===== config.mk =====
export PLATFORM = sky130hd
export DESIGN_NAME = mte_enable_ctrl
export DESIGN_NICKNAME = d
export VERILOG_FILES = /design/src/hw/mte_pkg.sv /design/src/hw/mte_enable_ctrl.sv /design/src/hw/mte_path_gate.sv
export VERILOG_INCLUDE_DIRS = /design/src /design/src/hw
export SDC_FILE = /design/constraint.sdc
export NUM_CORES = 1
export LEC_CHECK = 0
export BUFFER_PORTS_ARGS = -buffer_cell sky130_fd_sc_hd__buf_2
export CORE_ASPECT_RATIO = 1.4
export CORE_MARGIN = 1.5
export CORE_UTILIZATION = 39
export CTS_CLUSTER_SIZE = 25
export DETAILED_ROUTE_END_ITERATION = 12
export PLACE_DENSITY = 0.75
export SKIP_CTS_REPAIR_TIMING = 1
export SYNTH_ARGS = -nofsm -noshare
export SYNTH_HDL_FRONTEND = slang
export SYNTH_SLANG_ARGS = --single-unit
export TNS_END_PERCENT = 1

===== constraint.sdc =====
create_clock -name clk -period 1.4 [get_ports clk]
set_input_delay 0.42 -clock clk [delete_from_list [all_inputs] [get_ports clk]]
set_output_delay 0.42 -clock clk [all_outputs]
set_load 0.05 [all_outputs]

===== src/hw/mte_params.svh =====
// Offsets, field positions and reset values for the enable control
`ifndef MTE_PARAMS_SVH
`define MTE_PARAMS_SVH
`define MTE_OFS_MAC_CTRL      8'h00
`define MTE_OFS_DMA_CTRL      8'h04
`define MTE_OFS_DMA_STAT      8'h08
`define MTE_OFS_INT_STAT      8'h0C
`define MTE_OFS_INT_MASK      8'h10
`define MTE_BIT_TX_EN         3
`define MTE_BIT_RX_EN         2
`define MTE_BIT_RX_RUN        1
`define MTE_BIT_RX_STOPPED    0
`define MTE_RST_MAC_CTRL      4'h0
`define MTE_RST_DMA_CTRL      2'h0
`define MTE_RST_MASK          2'h0
`define MTE_INT_RX_STOP       0
`define MTE_INT_TX_DONE       1
`endif


===== src/hw/mte_pkg.sv =====
// Types shared by the enable control files
package mte_pkg;
  typedef enum logic [1:0] {
    MTE_RX_STOPPED = 2'b00,
    MTE_RX_RUNNING = 2'b01,
    MTE_RX_DRAIN   = 2'b10
  } mte_rx_state_t;
  typedef logic [7:0] mte_addr_t;
  typedef logic [31:0] mte_word_t;
endpackage : mte_pkg


===== src/hw/mte_enable_ctrl.sv =====
// Transmit and receive path enable control of the MAC with register port
//
// Summary of operation
// - Tx enable set: send buffered frames
// - Tx enable clear: no new frame sent
// - Rx enable set: accept frames from PHY
// - Rx enable clear: accept no new frames
// - Run cleared while rx enabled: keeps running
`timescale 1ns/1ps
`include "mte_params.svh"
module mte_enable_ctrl (
  // Clock and reset
  input  wire logic             clk,
  input  wire logic             rst_b,
  // Register port
  input  wire mte_pkg::mte_addr_t reg_addr,
  input  wire mte_pkg::mte_word_t reg_wdata,
  input  wire logic             reg_wr,
  input  wire logic             reg_rd,
  output mte_pkg::mte_word_t    reg_rdata,
  // Transmit buffer side
  input  wire logic             txb_valid,
  input  wire logic             txb_last,
  input  wire logic [7:0]       txb_data,
  // Cable side
  output logic                  line_valid,
  output logic                  line_last,
  output logic [7:0]            line_data,
  // Internal PHY side
  input  wire logic             phy_valid,
  input  wire logic             phy_last,
  input  wire logic [7:0]       phy_data,
  // Receive DMA side
  output logic                  rxd_valid,
  output logic                  rxd_last,
  output logic [7:0]            rxd_data,
  output logic                  rx_dma_active,
  // Interrupt
  output logic                  irq
);
  import mte_pkg::*;

  logic [1:0] rst_sync_r;
  logic       rst_n;

  // Staged release, so no register leaves reset on a raw edge
  always_ff @(posedge clk or negedge rst_b) begin
    if (!rst_b) begin
      rst_sync_r <= 2'b00;
    end else begin
      rst_sync_r <= {rst_sync_r[0], 1'b1};
    end
  end
  assign rst_n = rst_sync_r[1];

  logic          tx_path_enable_r;
  logic          tx_path_enable_nxt;
  logic          rx_path_enable_r;
  logic          rx_path_enable_nxt;
  logic          rx_dma_run_r;
  logic          rx_dma_run_nxt;
  mte_rx_state_t rx_process_state_r;
  mte_rx_state_t rx_process_state_nxt;
  logic          rx_process_stopped_flag;
  logic [1:0]    int_stat_r;
  logic [1:0]    int_stat_nxt;
  logic [1:0]    int_mask_r;
  logic [1:0]    int_mask_nxt;
  mte_word_t     reg_rdata_nxt;
  logic          tx_done;
  logic          rx_stop_evt;

  // Reset images of the control words
  localparam logic [3:0] mac_ctrl_rst = `MTE_RST_MAC_CTRL;
  localparam logic [1:0] dma_ctrl_rst = `MTE_RST_DMA_CTRL;

  // Register writes
  always_comb begin
    tx_path_enable_nxt = tx_path_enable_r;
    rx_path_enable_nxt = rx_path_enable_r;
    rx_dma_run_nxt     = rx_dma_run_r;
    int_mask_nxt       = int_mask_r;
    if (reg_wr) begin
      case (reg_addr)
        // Reserved bits 1 and 0 have no storage, so writes there are lost
        `MTE_OFS_MAC_CTRL: begin
          tx_path_enable_nxt = reg_wdata[`MTE_BIT_TX_EN];
          rx_path_enable_nxt = reg_wdata[`MTE_BIT_RX_EN];
        end
        `MTE_OFS_DMA_CTRL: rx_dma_run_nxt = reg_wdata[`MTE_BIT_RX_RUN];
        `MTE_OFS_INT_MASK: int_mask_nxt = reg_wdata[1:0];
        default: ;
      endcase
    end
  end

  // Rx DMA process: stops only once run is clear and receiver already disabled
  always_comb begin
    rx_process_state_nxt = rx_process_state_r;
    case (rx_process_state_r)
      MTE_RX_STOPPED: begin
        if (rx_dma_run_r) begin
          rx_process_state_nxt = MTE_RX_RUNNING;
        end
      end
      MTE_RX_RUNNING: begin
        if (!rx_dma_run_r) begin
          // Receiver still on: the engine cannot stop safely, so it keeps going
          if (rx_path_enable_r) begin
            rx_process_state_nxt = MTE_RX_RUNNING;
          end else begin
            rx_process_state_nxt = MTE_RX_DRAIN;
          end
        end
      end
      // One drain cycle before stopping; a new run request cancels it
      MTE_RX_DRAIN: begin
        if (rx_dma_run_r) begin
          rx_process_state_nxt = MTE_RX_RUNNING;
        end else begin
          rx_process_state_nxt = MTE_RX_STOPPED;
        end
      end
      default: rx_process_state_nxt = MTE_RX_STOPPED;
    endcase
  end

  assign rx_process_stopped_flag = (rx_process_state_r == MTE_RX_STOPPED);
  assign rx_stop_evt = (rx_process_state_r == MTE_RX_DRAIN) && !rx_dma_run_r;
  assign rx_dma_active = !rx_process_stopped_flag;

  // Sticky status; a new event wins over the read that clears it
  always_comb begin
    int_stat_nxt = int_stat_r;
    if (reg_rd && reg_addr == `MTE_OFS_INT_STAT) begin
      int_stat_nxt = 2'b00;
    end
    if (rx_stop_evt) begin
      int_stat_nxt[`MTE_INT_RX_STOP] = 1'b1;
    end
    if (tx_done) begin
      int_stat_nxt[`MTE_INT_TX_DONE] = 1'b1;
    end
  end

  // Read mux; reserved bits read as zero
  always_comb begin
    reg_rdata_nxt = 32'h0000_0000;
    if (reg_rd) begin
      case (reg_addr)
        `MTE_OFS_MAC_CTRL: begin
          reg_rdata_nxt[`MTE_BIT_TX_EN] = tx_path_enable_r;
          reg_rdata_nxt[`MTE_BIT_RX_EN] = rx_path_enable_r;
        end
        `MTE_OFS_DMA_CTRL: reg_rdata_nxt[`MTE_BIT_RX_RUN] = rx_dma_run_r;
        `MTE_OFS_DMA_STAT: begin
          reg_rdata_nxt[`MTE_BIT_RX_RUN]     = rx_dma_active;
          reg_rdata_nxt[`MTE_BIT_RX_STOPPED] = rx_process_stopped_flag;
        end
        `MTE_OFS_INT_STAT: reg_rdata_nxt[1:0] = int_stat_r;
        `MTE_OFS_INT_MASK: reg_rdata_nxt[1:0] = int_mask_r;
        default: reg_rdata_nxt = 32'h0000_0000;
      endcase
    end
  end

  always_ff @(posedge clk or negedge rst_n) begin
    if (!rst_n) begin
      tx_path_enable_r   <= mac_ctrl_rst[`MTE_BIT_TX_EN];
      rx_path_enable_r   <= mac_ctrl_rst[`MTE_BIT_RX_EN];
      rx_dma_run_r       <= dma_ctrl_rst[`MTE_BIT_RX_RUN];
      rx_process_state_r <= MTE_RX_STOPPED;
      int_stat_r         <= 2'b00;
      int_mask_r         <= `MTE_RST_MASK;
      reg_rdata          <= 32'h0000_0000;
    end else begin
      tx_path_enable_r   <= tx_path_enable_nxt;
      rx_path_enable_r   <= rx_path_enable_nxt;
      rx_dma_run_r       <= rx_dma_run_nxt;
      rx_process_state_r <= rx_process_state_nxt;
      int_stat_r         <= int_stat_nxt;
      int_mask_r         <= int_mask_nxt;
      reg_rdata          <= reg_rdata_nxt;
    end
  end

  // Level output; it drops when a status read clears the cause or its mask bit is cleared
  assign irq = |(int_stat_r & int_mask_r);

  // Transmit path: buffer to cable only for frames begun while enabled
  mte_path_gate u_tx_gate (
    .clk        (clk),
    .rst_n      (rst_n),
    .enable     (tx_path_enable_r),
    .in_valid   (txb_valid),
    .in_last    (txb_last),
    .in_data    (txb_data),
    .out_valid  (line_valid),
    .out_last   (line_last),
    .out_data   (line_data),
    .frame_done (tx_done)
  );

  // Receive path: PHY to DMA only for frames begun while enabled
  // Rx frame ends raise no event of their own
  mte_path_gate u_rx_gate (
    .clk        (clk),
    .rst_n      (rst_n),
    .enable     (rx_path_enable_r),
    .in_valid   (phy_valid),
    .in_last    (phy_last),
    .in_data    (phy_data),
    .out_valid  (rxd_valid),
    .out_last   (rxd_last),
    .out_data   (rxd_data),
    .frame_done ()
  );
endmodule : mte_enable_ctrl


===== src/hw/mte_path_gate.sv =====
// Frame-boundary gate for one data path (tx or rx)
`timescale 1ns/1ps
module mte_path_gate (
  // Clock and reset
  input  wire logic clk,
  input  wire logic rst_n,
  // Control
  input  wire logic enable,
  // Incoming stream
  input  wire logic in_valid,
  input  wire logic in_last,
  input  wire logic [7:0] in_data,
  // Outgoing stream
  output logic       out_valid,
  output logic       out_last,
  output logic [7:0] out_data,
  output logic       frame_done
);
  logic in_frame_r;
  logic in_frame_nxt;
  logic pass_r;
  logic pass_nxt;
  logic out_valid_nxt;
  logic out_last_nxt;
  logic [7:0] out_data_nxt;
  logic done_nxt;

  // Enable only changes admission at a frame start so no frame is cut short
  always_comb begin
    in_frame_nxt  = in_frame_r;
    pass_nxt      = pass_r;
    if (in_valid) begin
      if (!in_frame_r) begin
        pass_nxt = enable;
      end
      in_frame_nxt = !in_last;
    end
    out_valid_nxt = in_valid && (in_frame_r ? pass_r : enable);
    out_last_nxt  = in_valid && in_last && (in_frame_r ? pass_r : enable);
    out_data_nxt  = in_data;
    done_nxt      = out_last_nxt;
  end

  always_ff @(posedge clk or negedge rst_n) begin
    if (!rst_n) begin
      in_frame_r <= 1'b0;
      pass_r     <= 1'b0;
      out_valid  <= 1'b0;
      out_last   <= 1'b0;
      out_data   <= 8'h00;
      frame_done <= 1'b0;
    end else begin
      in_frame_r <= in_frame_nxt;
      pass_r     <= pass_nxt;
      out_valid  <= out_valid_nxt;
      out_last   <= out_last_nxt;
      out_data   <= out_data_nxt;
      frame_done <= done_nxt;
    end
  end
endmodule : mte_path_gate


==> impl_metrics.ini <==
[run_status]
status = finished with violations
failed_checks = negative setup slack

[final_layout]
syn2layout_area_growth_pct = 28.8
fill_cells = 355
nNetsFinal = 265
diodes = 0
final_layout_size_suffix_gt1_share_pct = 44.6
instances_no_fill = 245
fin_util_pct = 51.9

[yosys]
syn_area_um2 = 1570
synthDistinctLibCells = 30
yosysTopAreaCellShare_pct = 62.3
synth_compound_area_share_pct = 5.83
yosys.area_share.simple_pct = 12.4
synth_xor_area_share_pct = 0
synthCells = 123
synthTopCellsByArea = dfrtp_1 62%, buf_4 13%, mux2_2 3.6%
yosysSeqAreaShare_pct = 62.3
synth_warnings = 0
syn_area_per_cell_um2 = 12.7
synth_top_family_by_area = buffers and inverters
ys_ff_latch = 39
synth_mux_area_share_pct = 4.87
yosys.area_share.adder_pct = 0
synth_top_cell_by_area = dfrtp_1

[worst_setup_path]
rr_startpoint = rx_process_state_r[1]
cp-endpoint = irq
cp.arrival_ns = 1.06
start_kind = register
crit_fanout = 3
slowest_stage = dfrtp_1
required_ns = 0.98
r2r-end = reg_rdata[0]
reg2reg_depth = 4
max_stage_delay_ns = 0.39
cp_cell_sequence = a22o_1, buf_6
path_class = register to output port
crit_start = int_stat_r[1]
worst_setup_path_end_kind = output port
rrSetupSlack_ns = 0

[clock_network]
clk_latency_ns = 0.28
cts_buffers = 5
tritoncts = built
clkTransAtPathRegs_ns = 0.07
clk_path_buf_depth = 2
cts.htree.levels = 2
cts_sinks = 39
ctsRootBufferMaster = clkbuf_8

[drt]
avgRoutedWirePerCell_um = 11.3
vias_per_cell = 4.47
postRouteAntennaNets = 0
drt_iter0_drc = 34
wl_mm = 2.77
drtPass1Iterations = 7
vias = 1096
drc = 0

[sta]
hold_viol = 0
min_period_ns = 1.48
drv_slew = 0
max_freq_ghz = 0.674
report.final.setup_viol = 2
skew_ns = 0.00673
setup_ws_ns = -0.0833
rsz0062_at_grt = yes
final.period_utilization_pct = 106

[global_route]
grt.overflow.total = 0
antenna_found_initial = 0
grt_usage_pct = 12.9
grt_first_pass_wirelength_mm = 4.40
grt_max_degree = 21
grt_pass1_vias = 1068

[floorplan]
fp.coreArea_um2 = 3880
ios = 118
die_h_um = 78.0
num_rows = 27
die_width_um = 56.6
start_util_pct = 40.3
dieArea_um2 = 4410

[pwr]
sw_frac_of_total_pct = 31.1
switchingPower_uw = 764
peakVddDrop_v = 0.000703
internal_power_uw = 1690
p_seq_share_pct = 50.4
p_leak_uw = 0.00112
clockPowerShare_pct = 28.1
pwr-share-comb_pct = 21.5
power_density_nw_per_um2 = 1220

[place]
finalWeightedCongestion = 0.854
post-dp-hpwl_mm = 2.27
dp_cells = 234
portBuffers = 61

[run]
max_cap_violations = 0

[min_path]
min-delay-path-class = register to asynchronous set/reset pin
==> layer usage <==
| metal | vias to the layer above | wire length, um | GRT usage (%) |
|---|---|---|---|
| met4 | 0 | 31 | 5.00 |
| met3 | 4 | 243 | 4.67 |
| li1 | 514 | - | - |
| met2 | 60 | 1570 | 24.0 |
| met1 | 518 | 927 | 12.6 |
| met5 | - | 0 | 0 |
==> through the flow <==
stage | setup TNS [ns] | cell area (um^2) | setup slack, ns | hold slack [ns] | power (uW)
floorplan | 0 | 1670 | 0.0737 | 0.124 | 1690
global placement | -0.579 | 1880 | -0.151 | 0.207 | 1760
detailed placement | -0.555 | 1880 | -0.149 | 0.207 | 1760
CTS | -0.322 | 1960 | -0.190 | -0.0948 | 2460
global route | -0.290 | 2020 | -0.135 | 0.227 | 2570
finish | -0.158 | 2020 | -0.0833 | 0.209 | 2460
==> registers in the layout (all words and copies together), names as in the netlist, 2 cells and up <==
signal and flops:
int_mask_r 2, rst_sync_r 2, u_rx_gate.out_data 8, int_stat_r 2, rx_process_state_r 2, u_tx_gate.out_data 8, reg_rdata 4
==> critical path: cells and delay by family, from the launching register on <==
| family | cells | cell delay (ns) |
|---|---|---|
| AO/OA/AOI/OAI | 1 | 0.25 |
| flip-flops | 1 | 0.39 |
| buffers and inverters | 1 | 0.15 |
==> layout make-up <==
type                    instances  area [um^2]  area share, %
clock buffers                   7         76.3           3.78
clock inverters                 1         5.00          0.248
inverters                       3         11.3          0.558
multi-input cells              80          488           24.2
flip-flops and latches         39          976           48.4
well taps                      43         53.8           2.67
repair buffers                 72          407           20.2
==> cell families after synthesis <==
family,count (synthesis)
flip-flops,39
AO/OA/AOI/OAI,13
multiplexers,7
buffers and inverters,31
other,2
AND/OR/NAND/NOR,31
==> cells in the mapped netlist <==
cell	n
a211o_2	1
a211oi_1	1
a21o_1	3
a21oi_1	5
a22o_1	2
a311oi_1	1
and2_1	2
and2_2	1
and3_1	1
and3b_1	1
and4_1	2
and4_2	1
buf_4	28
conb_1	2
dfrtp_1	39
inv_1	3
mux2_2	5
mux2i_1	2
nand2_1	2
nand2b_1	1
nand3_1	4
nand4_1	1
nor2_1	8
nor2b_1	1
nor3_1	1
nor3b_1	1
nor4_4	1
nor4b_1	1
or2_2	1
or3_1	1
==> power by group through the flow <==
stage | registers (uW) | clock network, uW | logic [uW]
after floorplan | 1370 | 0 | 320
after global placement | 1260 | 0 | 499
after global routing | 1250 | 766 | 560
final | 1240 | 690 | 527
after CTS | 1240 | 721 | 505
after detailed placement | 1260 | 0 | 503
==> layout by cell type, fill, tap and decap left out, drive strengths merged <==
cell type,Yosys,routed
buf,28,71
dfrtp,39,39
conb,2,29
nor2,8,8
clkbuf,0,7
mux2,5,5
a21oi,5,5
nand3,4,4
inv,3,3
a21o,3,3
and4,3,3
and2,3,3
nand2,2,2
mux2i,2,2
a22o,2,2
or2,1,1
nor4,1,1
nor3,1,1
or3,1,1
nand2b,1,1
and3b,1,1
a311oi,1,1
a211oi,1,1
a211o,1,1
nor3b,1,1
nor2b,1,1
nand4,1,1
nor4b,1,1
and3,1,1
clkinv,0,1
dlygate4sd3,0,1
==> worst min path at each step <==
stage                       endpoint          start  depth (start not counted)  slack [ns]
6_report       u_tx_gate.out_data[2]  rst_sync_r[1]                          1        0.21
2_1_floorplan          rst_sync_r[0]          rst_b                          0        0.12
3_3_place_gp           rst_sync_r[0]          rst_b                          1        0.21
5_1_grt        u_tx_gate.out_data[2]    txb_data[2]                          1        0.23
4_1_cts                rst_sync_r[0]          rst_b                          1       -0.09
3_5_place_dp           rst_sync_r[1]          rst_b                          1        0.21
(Power assumes the default switching activity.)
